--- src/violation_monitor_pkg.sv ---
// Package for the passive bus violation monitor.
// Assumes a single interface clock and active-low resets.
package violation_monitor_pkg;

  // Protocol selection
  typedef enum logic [1:0] {
    PROTO_FULL4 = 2'h0,
    PROTO_FULL3 = 2'h1,
    PROTO_LITE = 2'h2
  } proto_t;

  // Vector widths with and without extended checks
  localparam int VEC_W_BASE = 97;
  localparam int VEC_W_EXT = 128;

  // Fixed bit positions of implemented checks
  localparam int BIT_AW_STABLE = 0;
  localparam int BIT_W_STABLE = 1;
  localparam int BIT_AR_STABLE = 2;
  localparam int BIT_R_STABLE = 3;
  localparam int BIT_B_STABLE = 4;
  localparam int BIT_AW_DROP = 5;
  localparam int BIT_W_DROP = 6;
  localparam int BIT_AR_DROP = 7;
  localparam int BIT_R_DROP = 8;
  localparam int BIT_B_DROP = 9;
  localparam int BIT_B_ORPHAN = 10;
  localparam int BIT_R_ORPHAN = 11;
  localparam int BIT_AWLEN_LITE = 12;
  localparam int BIT_ARLEN_LITE = 13;
  localparam int BIT_BURST_RSVD = 14;
  localparam int BIT_AWLEN_A3 = 15;
  localparam int BIT_ARLEN_A3 = 16;

  // Outstanding transaction counter width
  localparam int OUTS_W = 8;
  localparam logic [OUTS_W-1:0] OUTS_ZERO = 8'h00;
  localparam logic [OUTS_W-1:0] OUTS_ONE = 8'h01;
  localparam logic [1:0] BURST_RSVD = 2'h3;
  localparam logic [7:0] LEN_A3_MAX = 8'h0f;
  localparam logic [7:0] LEN_ZERO = 8'h00;

endpackage : violation_monitor_pkg

--- src/violation_monitor.sv ---
// Passive monitor of one bus connection, with sticky violation vector.
// Assumes monitored signals share clk; it only observes, never drives.
// Functional notes
// Checks follow the full, older or lite protocol chosen by configuration.
// Monitor only observes traffic; it never takes part in handshakes.
// A detected violation sets its vector bit synchronously on clk.
// Several bits may be set together or in different cycles.
// Set bits stay until interface or core reset; traffic never clears.
// Summary flag is high exactly while any vector bit is high.
// Optional lite control slave returns the current vector on reads.
// Full and older data width is a power of two, 32 to 1024.
// Lite data width is 32 or 64 only.
// Address width is configurable up to 64 bits.
// Each channel user width is configurable up to 1024 bits.
// Identifier width is configurable up to 32 bits.
// Several outstanding reads and writes are tracked for response checks.
// Vector is 97 bits, or 128 with extended checks enabled.
// One interface clock times monitor and control slave.
// Interface reset clears monitor and slave; core reset also accepted.
// All monitored signals are sampled on the rising clock edge.
// Each check has a fixed vector position.
module violation_monitor #(
  parameter violation_monitor_pkg::proto_t PROTOCOL =
    violation_monitor_pkg::PROTO_FULL4,
  parameter bit extended_checks_option = 1'b0,
  parameter int DATA_WIDTH = 32,
  parameter int ADDR_WIDTH = 32,
  parameter int ID_WIDTH = 4,
  parameter int AWUSER_WIDTH = 1,
  parameter int WUSER_WIDTH = 1,
  parameter int ARUSER_WIDTH = 1,
  parameter int RUSER_WIDTH = 1,
  parameter int BUSER_WIDTH = 1,
  parameter bit HAS_CTRL = 1'b1,
  localparam int VW = extended_checks_option ?
    violation_monitor_pkg::VEC_W_EXT : violation_monitor_pkg::VEC_W_BASE
) (
  input wire logic clk,
  input wire logic nrst,
  input wire logic core_nrst,
  input wire logic ce,
  input wire logic [ID_WIDTH-1:0] awid,
  input wire logic [ADDR_WIDTH-1:0] awaddr,
  input wire logic [7:0] awlen,
  input wire logic [2:0] awsize,
  input wire logic [1:0] awburst,
  input wire logic [AWUSER_WIDTH-1:0] awuser,
  input wire logic awvalid,
  input wire logic awready,
  input wire logic [DATA_WIDTH-1:0] wdata,
  input wire logic [DATA_WIDTH/8-1:0] wstrb,
  input wire logic wlast,
  input wire logic [WUSER_WIDTH-1:0] wuser,
  input wire logic wvalid,
  input wire logic wready,
  input wire logic [ID_WIDTH-1:0] arid,
  input wire logic [ADDR_WIDTH-1:0] araddr,
  input wire logic [7:0] arlen,
  input wire logic [2:0] arsize,
  input wire logic [1:0] arburst,
  input wire logic [ARUSER_WIDTH-1:0] aruser,
  input wire logic arvalid,
  input wire logic arready,
  input wire logic [ID_WIDTH-1:0] rid,
  input wire logic [DATA_WIDTH-1:0] rdata,
  input wire logic [1:0] rresp,
  input wire logic rlast,
  input wire logic [RUSER_WIDTH-1:0] ruser,
  input wire logic rvalid,
  input wire logic rready,
  input wire logic [ID_WIDTH-1:0] bid,
  input wire logic [1:0] bresp,
  input wire logic [BUSER_WIDTH-1:0] buser,
  input wire logic bvalid,
  input wire logic bready,
  input wire logic s_arvalid,
  output logic s_arready,
  output logic s_rvalid,
  input wire logic s_rready,
  output logic [DATA_WIDTH-1:0] s_rdata,
  output logic [1:0] s_rresp,
  input wire logic [7:0] s_araddr,
  output logic [VW-1:0] violation_vector,
  output logic violation_any_flag
);

  // Parameter legality, caught at elaboration
  if ((PROTOCOL == violation_monitor_pkg::PROTO_LITE) &&
      !(DATA_WIDTH == 32 || DATA_WIDTH == 64)) begin : g_lite_w
    $error("lite data width must be 32 or 64");
  end
  if ((PROTOCOL != violation_monitor_pkg::PROTO_LITE) &&
      (DATA_WIDTH < 32 || DATA_WIDTH > 1024 ||
       (DATA_WIDTH & (DATA_WIDTH - 1)) != 0)) begin : g_full_w
    $error("data width must be a power of two from 32 to 1024");
  end
  if (ADDR_WIDTH > 64 || ID_WIDTH > 32) begin : g_aw
    $error("address or id width too large");
  end
  if (AWUSER_WIDTH > 1024 || WUSER_WIDTH > 1024 || ARUSER_WIDTH > 1024 ||
      RUSER_WIDTH > 1024 || BUSER_WIDTH > 1024) begin : g_uw
    $error("user width above 1024");
  end

  // Reset synchroniser; either reset clears, as the AND of both
  logic rst_m_q, rst_s_q;
  always_ff @(posedge clk or negedge nrst) begin
    if (!nrst) begin
      rst_m_q <= 1'b0;
      rst_s_q <= 1'b0;
    end else begin
      rst_m_q <= 1'b1;
      rst_s_q <= rst_m_q;
    end
  end
  logic core_m_q, core_s_q;
  always_ff @(posedge clk or negedge core_nrst) begin
    if (!core_nrst) begin
      core_m_q <= 1'b0;
      core_s_q <= 1'b0;
    end else begin
      core_m_q <= 1'b1;
      core_s_q <= core_m_q;
    end
  end
  // Release is synchronous, so no register leaves reset a cycle early
  logic rst_n;
  assign rst_n = rst_s_q & core_s_q;

  // Sampled copy of previous cycle handshake state, for stability checks
  localparam int AW_P = ID_WIDTH + ADDR_WIDTH + 13 + AWUSER_WIDTH;
  localparam int AR_P = ID_WIDTH + ADDR_WIDTH + 13 + ARUSER_WIDTH;
  localparam int W_P = DATA_WIDTH + DATA_WIDTH / 8 + 1 + WUSER_WIDTH;
  localparam int R_P = ID_WIDTH + DATA_WIDTH + 3 + RUSER_WIDTH;
  localparam int B_P = ID_WIDTH + 2 + BUSER_WIDTH;
  logic [AW_P-1:0] aw_pl;
  logic [AR_P-1:0] ar_pl;
  logic [W_P-1:0] w_pl;
  logic [R_P-1:0] r_pl;
  logic [B_P-1:0] b_pl;
  assign aw_pl = {awid, awaddr, awlen, awsize, awburst, awuser};
  assign ar_pl = {arid, araddr, arlen, arsize, arburst, aruser};
  assign w_pl = {wdata, wstrb, wlast, wuser};
  assign r_pl = {rid, rdata, rresp, rlast, ruser};
  assign b_pl = {bid, bresp, buser};

  // Stall flags remember valid without ready, so the next edge can judge
  logic [4:0] stall_q, stall_d; // Valid high, ready low last cycle
  logic [AW_P-1:0] aw_q, aw_d;
  logic [AR_P-1:0] ar_q, ar_d;
  logic [W_P-1:0] w_q, w_d;
  logic [R_P-1:0] r_q, r_d;
  logic [B_P-1:0] b_q, b_d;
  logic [violation_monitor_pkg::OUTS_W-1:0] wr_q, wr_d, rd_q, rd_d;
  logic [VW-1:0] vec_q, vec_d;
  logic [VW-1:0] hit;

  // Check evaluation from inputs sampled at this edge
  always_comb begin
    hit = '0;
    hit[violation_monitor_pkg::BIT_AW_STABLE] = stall_q[0] && aw_pl != aw_q;
    hit[violation_monitor_pkg::BIT_W_STABLE] = stall_q[1] && w_pl != w_q;
    hit[violation_monitor_pkg::BIT_AR_STABLE] = stall_q[2] && ar_pl != ar_q;
    hit[violation_monitor_pkg::BIT_R_STABLE] = stall_q[3] && r_pl != r_q;
    hit[violation_monitor_pkg::BIT_B_STABLE] = stall_q[4] && b_pl != b_q;
    hit[violation_monitor_pkg::BIT_AW_DROP] = stall_q[0] && !awvalid;
    hit[violation_monitor_pkg::BIT_W_DROP] = stall_q[1] && !wvalid;
    hit[violation_monitor_pkg::BIT_AR_DROP] = stall_q[2] && !arvalid;
    hit[violation_monitor_pkg::BIT_R_DROP] = stall_q[3] && !rvalid;
    hit[violation_monitor_pkg::BIT_B_DROP] = stall_q[4] && !bvalid;
    hit[violation_monitor_pkg::BIT_B_ORPHAN] = bvalid && wr_q == '0;
    hit[violation_monitor_pkg::BIT_R_ORPHAN] = rvalid && rd_q == '0;
    if (PROTOCOL == violation_monitor_pkg::PROTO_LITE) begin
      hit[violation_monitor_pkg::BIT_AWLEN_LITE] =
        awvalid && awlen != violation_monitor_pkg::LEN_ZERO;
      hit[violation_monitor_pkg::BIT_ARLEN_LITE] =
        arvalid && arlen != violation_monitor_pkg::LEN_ZERO;
    end else begin
      hit[violation_monitor_pkg::BIT_BURST_RSVD] =
        (awvalid && awburst == violation_monitor_pkg::BURST_RSVD) ||
        (arvalid && arburst == violation_monitor_pkg::BURST_RSVD);
    end
    if (PROTOCOL == violation_monitor_pkg::PROTO_FULL3) begin
      hit[violation_monitor_pkg::BIT_AWLEN_A3] =
        awvalid && awlen > violation_monitor_pkg::LEN_A3_MAX;
      hit[violation_monitor_pkg::BIT_ARLEN_A3] =
        arvalid && arlen > violation_monitor_pkg::LEN_A3_MAX;
    end
  end

  // Next state: outstanding counts, samples, sticky vector
  always_comb begin
    stall_d = {bvalid && !bready, rvalid && !rready, arvalid && !arready,
               wvalid && !wready, awvalid && !awready};
    aw_d = aw_pl;
    ar_d = ar_pl;
    w_d = w_pl;
    r_d = r_pl;
    b_d = b_pl;
    wr_d = wr_q;
    rd_d = rd_q;
    if (awvalid && awready) begin
      wr_d = wr_d + violation_monitor_pkg::OUTS_ONE;
    end
    if (bvalid && bready && wr_d != violation_monitor_pkg::OUTS_ZERO) begin
      wr_d = wr_d - violation_monitor_pkg::OUTS_ONE;
    end
    if (arvalid && arready) begin
      rd_d = rd_d + violation_monitor_pkg::OUTS_ONE;
    end
    if (rvalid && rready && (rlast ||
        PROTOCOL == violation_monitor_pkg::PROTO_LITE) &&
        rd_d != violation_monitor_pkg::OUTS_ZERO) begin
      rd_d = rd_d - violation_monitor_pkg::OUTS_ONE;
    end
    vec_d = vec_q | hit;
  end

  // Registers, frozen while ce is low
  always_ff @(posedge clk or negedge rst_n) begin
    if (!rst_n) begin
      stall_q <= '0;
      aw_q <= '0;
      ar_q <= '0;
      w_q <= '0;
      r_q <= '0;
      b_q <= '0;
      wr_q <= violation_monitor_pkg::OUTS_ZERO;
      rd_q <= violation_monitor_pkg::OUTS_ZERO;
      vec_q <= '0;
    end else if (ce) begin
      stall_q <= stall_d;
      aw_q <= aw_d;
      ar_q <= ar_d;
      w_q <= w_d;
      r_q <= r_d;
      b_q <= b_d;
      wr_q <= wr_d;
      rd_q <= rd_d;
      vec_q <= vec_d;
    end
  end

  // Outputs come straight from the registered vector, never from hit
  assign violation_vector = vec_q;
  assign violation_any_flag = |vec_q;

  // Read-only control slave: word index selects a vector slice
  // Indexes past the vector read as zero; there is no error response
  localparam int NW = (VW + DATA_WIDTH - 1) / DATA_WIDTH;
  logic [NW*DATA_WIDTH-1:0] vec_pad;
  assign vec_pad = (NW*DATA_WIDTH)'(vec_q); // Zero fill, even if none needed
  logic rv_q, rv_d;
  logic [DATA_WIDTH-1:0] rdat_q, rdat_d;
  always_comb begin
    rv_d = rv_q;
    rdat_d = rdat_q;
    if (rv_q && s_rready) begin
      rv_d = 1'b0;
    end
    if (HAS_CTRL && s_arvalid && !rv_q) begin
      rv_d = 1'b1;
      rdat_d = '0;
      for (int i = 0; i < NW; i++) begin
        if (s_araddr[7:2] == 6'(i)) begin
          rdat_d = vec_pad[i*DATA_WIDTH +: DATA_WIDTH];
        end
      end
    end
  end
  always_ff @(posedge clk or negedge rst_n) begin
    if (!rst_n) begin
      rv_q <= 1'b0;
      rdat_q <= '0;
    end else if (ce) begin
      rv_q <= rv_d;
      rdat_q <= rdat_d;
    end
  end
  assign s_arready = HAS_CTRL && !rv_q && ce;
  assign s_rvalid = rv_q;
  assign s_rdata = rdat_q;
  assign s_rresp = 2'h0;

  // Sticky bits never fall while out of reset
  sticky_hold_a: assert property (@(posedge clk) disable iff (!rst_n)
    ($past(vec_q) & ~vec_q) == '0) else $error("vector bit cleared");
  flag_tracks_a: assert property (@(posedge clk) disable iff (!rst_n)
    violation_any_flag == (vec_q != '0)) else $error("flag wrong");
  hit_sets_a: assert property (@(posedge clk) disable iff (!rst_n)
    ce && hit != '0 |=> (vec_q & $past(hit)) == $past(hit))
    else $error("violation not recorded");
  orphan_b_a: assert property (@(posedge clk) disable iff (!rst_n)
    ce && bvalid && wr_q == '0 |=> vec_q[violation_monitor_pkg::BIT_B_ORPHAN])
    else $error("orphan response missed");
  drop_aw_a: assert property (@(posedge clk) disable iff (!rst_n)
    ce && awvalid && !awready ##1 ce && !awvalid
    |=> vec_q[violation_monitor_pkg::BIT_AW_DROP])
    else $error("valid drop missed");
  ctrl_read_a: assert property (@(posedge clk) disable iff (!rst_n)
    s_arvalid && s_arready |=> s_rvalid) else $error("no read answer");
endmodule : violation_monitor

--- config.mk ---
export PLATFORM = sky130hd
export DESIGN_NAME = violation_monitor
export DESIGN_NICKNAME = d
export VERILOG_FILES = /design/src/violation_monitor_pkg.sv /design/src/violation_monitor.sv
export SDC_FILE = /design/constraint.sdc
export NUM_CORES = 1
export LEC_CHECK = 0
export BUFFER_PORTS_ARGS = -buffer_cell sky130_fd_sc_hd__buf_2
export CORE_ASPECT_RATIO = 1.5
export CORE_MARGIN = 2
export CORE_UTILIZATION = 54
export DETAILED_ROUTE_END_ITERATION = 7
export PLACE_DENSITY_LB_ADDON = 0.25
export SLEW_MARGIN = 10
export SYNTH_ARGS = -nofsm -noshare
export SYNTH_HDL_FRONTEND = slang
export SYNTH_SLANG_ARGS = --single-unit
--- constraint.sdc ---
create_clock -name clk -period 10.8 [get_ports clk]
set_input_delay 3.24 -clock clk [delete_from_list [all_inputs] [get_ports clk]]
set_output_delay 3.24 -clock clk [all_outputs]
set_load 0.1 [all_outputs]
==> reports/summary.txt, run 1 <==
Outcome - finished clean
Largest net degree at the start of global routing - 166
MaxCap Viol Count - 0
Tot Pwr - 0.00246 W
P&R area growth vs syn - 14.0%
Worst-path fanout max - 62
Top_reg_cell synth - dfrtp_1
Die Span Y - 193 µm
Post-synth EDFFs - 0
Most frequent cells in the layout - dfrtp_1 (237), buf_2 (234), mux2_2 (183)
Worst setup EP type - output port
Initial antenna violation count - 14
Register area share after synthesis - 0.462
Period utilization - 0.732
Register area - 0.00593 mm²
Core area - 0.0236 mm²
Clock slew seen by the registers of the worst setup and hold paths - 60 ps
Routed Antenna Nets - 0
Final slew viol count - 0
CTS Buf Count - 23
Area contributors post-synth - dfrtp_1 (46%), mux2_2 (16%), xor2_1 (9.6%), buf_4 (6.1%), xnor2_1 (3.8%)
Final Setup Violations - 0
Final layout net count - 1571
Vias in the first global route - 8840
RePlAce Congestion - 0.882
Clk buf depth - 3
Synth warn - 0
Post-Syn Area - 0.0128 mm²
Post-layout min period - 7900 ps
Synth cell types - 55
Reg power frac - 0.440
RSZ-0062 raised after global routing - no
Max-slew headroom - 0.285
Class of the worst hold path - register to register
Wl on met1 - 10100 µm
Critical Path RT - 7560 ps
Vias per inst - 5.25
Postcts setup bufs - 0
Mapped Cells - 1133
CTS HTree Levels - 1
Clock sinks - 237
P_int - 0.00163 W
# DRC - 0
Met2 WL - 14600 µm
Synth top area share - 0.462
Grt ovf - 0
Global-route usage over all layers - 0.218
Clk_skew - 21.8 ps
Ports - 343
Multi-input logic area - 0.00629 mm²
Buffers added on ports - 235
1st-iter DRT viols - 393
FF-to-FF setup slack - 7900 ps
Switching Share - 0.336
Cell family with most CP delay - buffers and inverters
Comb power frac - 0.247
Bufs and invs on worst path - 3
Met3 WL - 2010 µm
Root buf cell - clkbuf_16
Crit path cell chain - clkbuf_8 > inv_1 > nor2_1 > buf_2
Die area - 0.0251 mm²
Most common cell after layout, fill and taps aside - dfrtp_1
Via count - 8913
Fin. Hold Viols - 0
DR WL/cell - 16.2 µm
Type of the worst setup path - input pin to output port
Die Wd - 130 µm
First-pass GRT wire length - 43500 µm
VDD IR max - 130 µV
Initial DRT Pass Iterations - 5
Flops & latches, synth - 237
Proportion of layout cells with a drive suffix above 1 - 0.339
Pwr per Cell Area - 168 mW/mm²
Highest achievable clock rate - 0.127 GHz
Max stage delay on crit path - 440 ps
Critical Path Start Type - input pin
CTS tree - yes
Drt total wl - 27500 µm
Initial Util - 0.545
CTS resizes - 0
Worst-skew pair later-pin latency - 520 ps
Hold Buf Count CTS - 0
FFs w/ async S/R, synth - 1.00
Slew @ Worst Pin - 1070 ps
Data arrival, critical path - 4660 ps
Clock power share - 0.312
Setup TNS - 0 ps
Top sig layer - met5
Slowest cell on the critical path - buf_2
FILL cells - 2000
HPWL after detailed placement - 20300 µm
Syn Area/Cell - 11.3 µm²
Post-synth top area cell - dfrtp_1
Leakage Power - 6.69 nW
Sw power - 0.000827 W
Num rows - 69
## per-layer routing
layer | GRT usage | vias up
met5 | 0 | -
met4 | 0.0844 | 8
met3 | 0.0599 | 53
met2 | 0.383 | 302
met1 | 0.250 | 4312
li1 | - | 4238
## cell families (layout without fill, tap and decap cells)
logic type | after synthesis | in the layout | share of synthesized area
compound gates | 99 | 99 | 0.0542
xor+xnor | 197 | 197 | 0.134
fa+ha+maj | 8 | 8 | 0.00780
buf+inv | 164 | 293 | 0.0793
flops | 237 | 237 | 0.462
mux | 186 | 186 | 0.163
other cells | 2 | 120 | 0.000585
simple gates | 240 | 240 | 0.0991
## cells in the mapped netlist, types with 17 or more instances
library cell	count
xnor2_1	56
buf_4	105
o21ai_0	28
xor2_1	141
dfrtp_1	237
inv_1	17
mux2_2	183
nor2_1	25
clkbuf_1	32
nand4_1	25
nor4_1	46
nand2_1	64
nand3_1	24
## layout make-up
class	instances	area share
multi-input cells	837	0.429
flip-flops and latches	237	0.405
repair buffers	238	0.0833
clock buffers	36	0.0474
well taps	319	0.0273
inverters	17	0.00436
diodes	13	0.00222
clock inverters	2	0.000940
## path summary, 6_finish.rpt
| path | startpoint | to | cells past startpoint |
|---|---|---|---|
| worst max-delay path | ce | s_arready | 4 |
| worst min-delay path | rst_m_q | rst_s_q | 0 |
| worst max register to register | rd_q[1] | rd_q[2] | 7 |
| worst min register to register | rst_m_q | rst_s_q | 0 |
| max in group asynchronous | core_nrst | core_m_q | 1 |
| min in group asynchronous | rst_s_q | r_q[9] | 1 |
## power groups by stage
stage               logic [W]  clock network (W)  registers [W]
floorplan            0.000524                  0        0.00108
global placement     0.000596                  0        0.00109
detailed placement   0.000610                  0        0.00110
CTS                  0.000612           0.000792        0.00108
global route         0.000663           0.000827        0.00110
finish               0.000609           0.000768        0.00108
## flip-flops by register name, summed over array words and instances (netlist names)
name / flops
ar_q: 50
aw_q: 50
b_q: 7
core_m_q: 1
core_s_q: 1
r_q: 40
rd_q: 8
rst_m_q: 1
rst_s_q: 1
s_rdata: 13
s_rvalid: 1
stall_q: 5
violation_vector: 13
w_q: 38
wr_q: 8
## worst reg2reg max path: cells and delay by family, from the launching register on
family / cells / cell delay [ps]
AND/OR/NAND/NOR: 2 / 630
XOR/XNOR: 1 / 220
AO/OA/AOI/OAI: 3 / 1210
flip-flops: 1 / 460
adder cells (fa/ha/maj): 1 / 220
## metrics by stage
stage | util | setup WS [ps] | cells | cell area [µm²] | hold slack [ps]
floorplan | - | 2470 | 1238 | 13200 | 331
global placement | 0.590 | 2860 | 1648 | 13900 | 334
detailed placement | 0.590 | 2880 | 1648 | 13900 | 344
CTS | 0.620 | 2880 | 1686 | 14600 | 357
global route | 0.621 | 2750 | 1694 | 14600 | 367
finish | 0.621 | 2900 | 1699 | 14600 | 356
Note: power is estimated with default switching activity, not from simulation.
==> run 2: changes to the inputs <==
==> constraint.sdc (replaced) <==
create_clock -name clk -period 8.3 [get_ports clk]
set_input_delay 2.49 -clock clk [delete_from_list [all_inputs] [get_ports clk]]
set_output_delay 2.49 -clock clk [all_outputs]
set_load 0.1 [all_outputs]
==> reports/summary.txt, run 2 (synthesis gave the netlist of run 1 again) <==
Max-slew headroom - 0.223 (-0.0614)
Worst-skew pair later-pin latency - 510 ps (about the same)
Die area - 0.0251 mm² (unchanged)
VDD IR max - 180 µV (+39%)
FILL cells - 1967 (-1.7%)
Largest net degree at the start of global routing - 94 (-43%)
Vias per inst - 5.23 (-0.28%)
CTS HTree Levels - 1 (unchanged)
Final layout net count - 1574 (+0.19%)
Root buf cell - clkbuf_16
Proportion of layout cells with a drive suffix above 1 - 0.343 (+0.00385)
Leakage Power - 6.73 nW (+0.59%)
Die Wd - 130 µm (unchanged)
Initial DRT Pass Iterations - 5 (unchanged)
Comb power frac - 0.241 (-0.006)
MaxCap Viol Count - 0 (unchanged)
Buffers added on ports - 235 (unchanged)
Fin. Hold Viols - 0 (unchanged)
Num rows - 69 (unchanged)
RePlAce Congestion - 0.874 (-0.94%)
Type of the worst setup path - input pin to output port
Critical Path RT - 5810 ps (-1750 ps)
Reg power frac - 0.432 (-0.008)
Data arrival, critical path - 4040 ps (-620 ps)
Sw power - 0.00109 W (+32%)
Clk_skew - 6.85 ps (-15.0 ps)
RR Endpoint - wr_q[4]
CTS tree - yes
Outcome - finished clean
Post-layout min period - 6530 ps
Grt ovf - 0 (unchanged)
Hold path endpoint - rst_s_q
# DRC - 0 (unchanged)
Final Setup Violations - 0 (unchanged)
CTS Buf Count - 24 (+4.3%)
DR WL/cell - 16.1 µm (-0.93%)
Drt total wl - 27400 µm (-0.46%)
Setup TNS - 0 ps (unchanged)
First-pass GRT wire length - 43200 µm (-0.62%)
Initial Util - 0.545 (unchanged)
1st-iter DRT viols - 494 (+26%)
Global-route usage over all layers - 0.216 (-0.00185)
Initial antenna violation count - 8 (-6)
P&R area growth vs syn - 14.6%
HPWL after detailed placement - 20200 µm (-0.26%)
Worst setup EP type - output port
Class of the worst hold path - register to register
Vias in the first global route - 8864 (+0.27%)
FF-to-FF setup slack - 5420 ps (-2480 ps)
Period utilization - 0.787
Via count - 8930 (+0.19%)
Slew @ Worst Pin - 1160 ps (+92.2 ps)
Worst-path fanout max - 80 (+29%)
Clock slew seen by the registers of the worst setup and hold paths - 60 ps (about the same)
Ports - 343 (unchanged)
Worst Reg2Reg Path Length in Cells - 9 (+2)
Highest achievable clock rate - 0.153 GHz
Clock power share - 0.327 (+0.015)
Final slew viol count - 0 (unchanged)
Regs by FF count - ar_q x50, aw_q x50, r_q x40
Most common cell after layout, fill and taps aside - dfrtp_1
Core area - 0.0236 mm² (unchanged)
Postcts setup bufs - 0 (unchanged)
Switching Share - 0.334 (-0.00217)
RSZ-0062 raised after global routing - no
Fin util - 0.624 (+0.00308)
Routed Antenna Nets - 0 (unchanged)
Die Span Y - 193 µm (unchanged)
FF-to-FF Start - wr_q[0]
Hold Buf Count CTS - 0 (unchanged)
Clk buf depth - 3 (unchanged)
CTS resizes - 0 (unchanged)
Cell count of the worst hold path - 0 (unchanged)
Clock sinks - 237 (unchanged)
Critical Path Start Type - input pin
P_int - 0.00217 W (+33%)
Most frequent cells in the layout - dfrtp_1 (237), buf_2 (234), mux2_2 (183)
Pwr per Cell Area - 222 mW/mm² (+32%)
Min-delay src - rst_m_q
==> run 2: cell types whose count changed in the layout (fill, tap and decap cells not counted) <==
cell        before  now
inv_6            1    0
bufinv_16        0    1
clkbuf_16       23   25
clkinvlp_4       0    2
buf_4            2    5
buf_12           1    0
clkinv_2         1    6
clkbuf_8         8    5
==> run 2: worst max-delay path: stages <==
cell	delay [ps]
clkbuf_8	460
inv_1	440
nor2_1	170
buf_2	440
==> run 2: cell type report <==
| class | count | area (µm²) | share of cell area |
|---|---|---|---|
| clock inverters | 9 | 75.1 | 0.00510 |
| clock buffers | 35 | 703 | 0.0478 |
| multi-input cells | 837 | 6290 | 0.427 |
| well taps | 319 | 399 | 0.0271 |
| diodes | 13 | 32.5 | 0.00221 |
| flip-flops and latches | 237 | 5930 | 0.403 |
| inverters | 17 | 63.8 | 0.00434 |
| repair buffers | 240 | 1220 | 0.0831 |
==> run 2: worst max-delay path by stage <==
stage / to / slack [ps] / from / cells after the start
after floorplan: ar_q[0] / 430 / rst_s_q / 1
final: s_arready / 1770 / ce / 4
after global routing: s_arready / 1650 / ce / 4
after CTS: s_arready / 1780 / ce / 4
after detailed placement: s_arready / 1780 / ce / 4
after global placement: s_arready / 1780 / ce / 4
==> run 2: routing by layer <==
metal,vias to the layer above,wire length [µm],GRT usage,share of wire
li1,4231,-,-,-
met1,4307,10200,0.251,0.37
met4,4,971,0.0844,0.035
met5,-,22,0,0.00080
met3,71,2070,0.0588,0.075
met2,317,14100,0.377,0.52
==> run 2: per-stage QoR <==
stage | hold slack, ps | total power [W] | cells | setup WS, ps | area [µm²]
detailed placement | 336 | 0.00221 | 1650 | 1780 | 13900
floorplan | 331 | 0.00208 | 1238 | 429 | 13200
global placement | 335 | 0.00219 | 1650 | 1780 | 13900
finish | 354 | 0.00326 | 1707 | 1770 | 14700
global route | 367 | 0.00343 | 1700 | 1650 | 14700
CTS | 356 | 0.00329 | 1694 | 1780 | 14700
==> run 2: power groups by stage <==
stage	combinational, W	clock [W]	sequential (W)
detailed placement	0.000787	0	0.00143
finish	0.000787	0.00107	0.00141
global placement	0.000771	0	0.00142
global route	0.000861	0.00114	0.00143
CTS	0.000791	0.00109	0.00141
floorplan	0.000682	0	0.00140
==> run 3: changes to the inputs <==
==> constraint.sdc (replaced) <==
create_clock -name clk -period 6.6 [get_ports clk]
set_input_delay 1.98 -clock clk [delete_from_list [all_inputs] [get_ports clk]]
set_output_delay 1.98 -clock clk [all_outputs]
set_load 0.1 [all_outputs]
==> reports/summary.txt, run 3 (synthesis gave the netlist of run 1 again) <==
Ports - 343 (unchanged)
Cell Count, Final, Fillers Out - 1703 (-0.23%)
Clock power share - 0.312 (-0.015)
Die Wd - 130 µm (unchanged)
Initial antenna violation count - 14 (+6)
Hold WS - 347 ps (-6.84 ps)
Slew @ Worst Pin - 1020 ps (-141 ps)
Worst-skew pair later-pin latency - 510 ps (about the same)
Fin util - 0.621 (-0.00297)
CTS Buf Count - 23 (-4.2%)
Root buf cell - clkbuf_16
Global-route usage over all layers - 0.216 (+0.000287)
RePlAce Congestion - 0.873 (-0.16%)
1st-iter DRT viols - 418 (-15%)
Worst-path fanout max - 70 (-13%)
MaxCap Viol Count - 0 (unchanged)
Comb power frac - 0.247 (+0.006)
Type of the worst setup path - input pin to output port
Data arrival, critical path - 3230 ps (-810 ps)
Min-delay src - rst_m_q
Clk buf depth - 3 (unchanged)
Post-layout min period - 5210 ps
Num rows - 69 (unchanged)
Final slew viol count - 0 (unchanged)
Pwr per Cell Area - 275 mW/mm² (+24%)
Postcts setup bufs - 0 (unchanged)
FF-to-FF Start - rd_q[1]
Multi-input logic area - 0.00629 mm² (unchanged)
Reg power frac - 0.441 (+0.009)
Drt total wl - 27500 µm (+0.51%)
VDD IR max - 204 µV (+13%)
FILL cells - 1918 (-2.5%)
Tot Pwr - 0.00402 W (+23%)
Cell count of the worst hold path - 0 (unchanged)
Vias per inst - 5.24 (+0.20%)
Regs by FF count - ar_q x50, aw_q x50, r_q x40
Critical Path Start Type - input pin
Final Setup Violations - 0 (unchanged)
Proportion of layout cells with a drive suffix above 1 - 0.339 (-0.00338)
Worst setup EP type - output port
CTS resizes - 0 (unchanged)
Via count - 8927 (-0.034%)
RR Endpoint - rd_q[2]
Dpl cells - 1651 (+0.061%)
Sw power - 0.00135 W (+24%)
Core area - 0.0236 mm² (unchanged)
Clk_skew - 23.2 ps (+16.3 ps)
CTS HTree Levels - 1 (unchanged)
Initial DRT Pass Iterations - 4 (-1)
Die Span Y - 193 µm (unchanged)
Worst Reg2Reg Path Length in Cells - 7 (-2)
# DRC - 0 (unchanged)
Class of the worst hold path - register to register
Critical Path RT - 4620 ps (-1190 ps)
Clock slew seen by the registers of the worst setup and hold paths - 60 ps (about the same)
Leakage Power - 6.69 nW (-0.48%)
Setup TNS - 0 ps (unchanged)
Switching Share - 0.337 (+0.00263)
Clock sinks - 237 (unchanged)
Register area - 0.00593 mm² (unchanged)
First-pass GRT wire length - 43400 µm (+0.30%)
Hold Buf Count CTS - 0 (unchanged)
Most frequent cells in the layout - dfrtp_1 (237), buf_2 (234), mux2_2 (183)
CTS tree - yes
Buffers added on ports - 235 (unchanged)
P_int - 0.00267 W (+23%)
Outcome - finished clean
RSZ-0062 raised after global routing - no
Routed Antenna Nets - 0 (unchanged)
Initial Util - 0.545 (unchanged)
Largest net degree at the start of global routing - 88 (-6.4%)
Fin. Hold Viols - 0 (unchanged)
P&R area growth vs syn - 14.1%
Die area - 0.0251 mm² (unchanged)
Period utilization - 0.789
Grt ovf - 0 (unchanged)
Final layout net count - 1574 (unchanged)
Highest achievable clock rate - 0.192 GHz
DR WL/cell - 16.2 µm (+0.75%)
Max-slew headroom - 0.317 (+0.0939)
HPWL after detailed placement - 20400 µm (+0.84%)
Vias in the first global route - 8975 (+1.3%)
Hold path endpoint - rst_s_q
Most common cell after layout, fill and taps aside - dfrtp_1
FF-to-FF setup slack - 3680 ps (-1740 ps)
[run 3: worst max-delay path by stage]
stage / start / end / depth (start not counted)
after detailed placement: ce / s_arready / 5
after floorplan: ce / s_arready / 4
after global routing: ce / s_arready / 5
final: ce / s_arready / 5
after global placement: ce / s_arready / 5
after CTS: ce / s_arready / 5
[run 3: stage by stage]
step | area [µm²] | worst slack [ps]
global placement | 13900 | 1350
global route | 14600 | 1270
detailed placement | 13900 | 1370
finish | 14600 | 1390
floorplan | 13200 | 794
CTS | 14600 | 1370
[run 3: metal layers]
layer	vias up	part of all wire	track usage	routed length (µm)
li1	4238	-	-	-
met1	4320	0.37	0.242	10200
met2	296	0.52	0.389	14300
met3	67	0.071	0.0552	1950
met4	6	0.037	0.0852	1010
met5	-	0.0018	0	49
[run 3: cell type report]
cell class,instances,area share
clock buffers,34,0.0442
multi-input cells,837,0.429
inverters,17,0.00436
diodes,13,0.00222
flip-flops and latches,237,0.405
repair buffers,241,0.0840
well taps,319,0.0273
clock inverters,5,0.00367
[run 3: worst max-delay path, cell delays in order]
cell and delay [ps]:
clkbuf_8 420, inv_1 80, buf_4 210, nor2_1 90
buf_2 420
[run 3: power by group through the flow]
| stage | Combinational, W | Sequential [W] | Clock, W |
|---|---|---|---|
| after floorplan | 0.000858 | 0.00176 | 0 |
| after global placement | 0.000975 | 0.00179 | 0 |
| after detailed placement | 0.000995 | 0.00180 | 0 |
| after CTS | 0.000999 | 0.00177 | 0.00128 |
| after global routing | 0.00108 | 0.00180 | 0.00134 |
| final | 0.000995 | 0.00178 | 0.00125 |
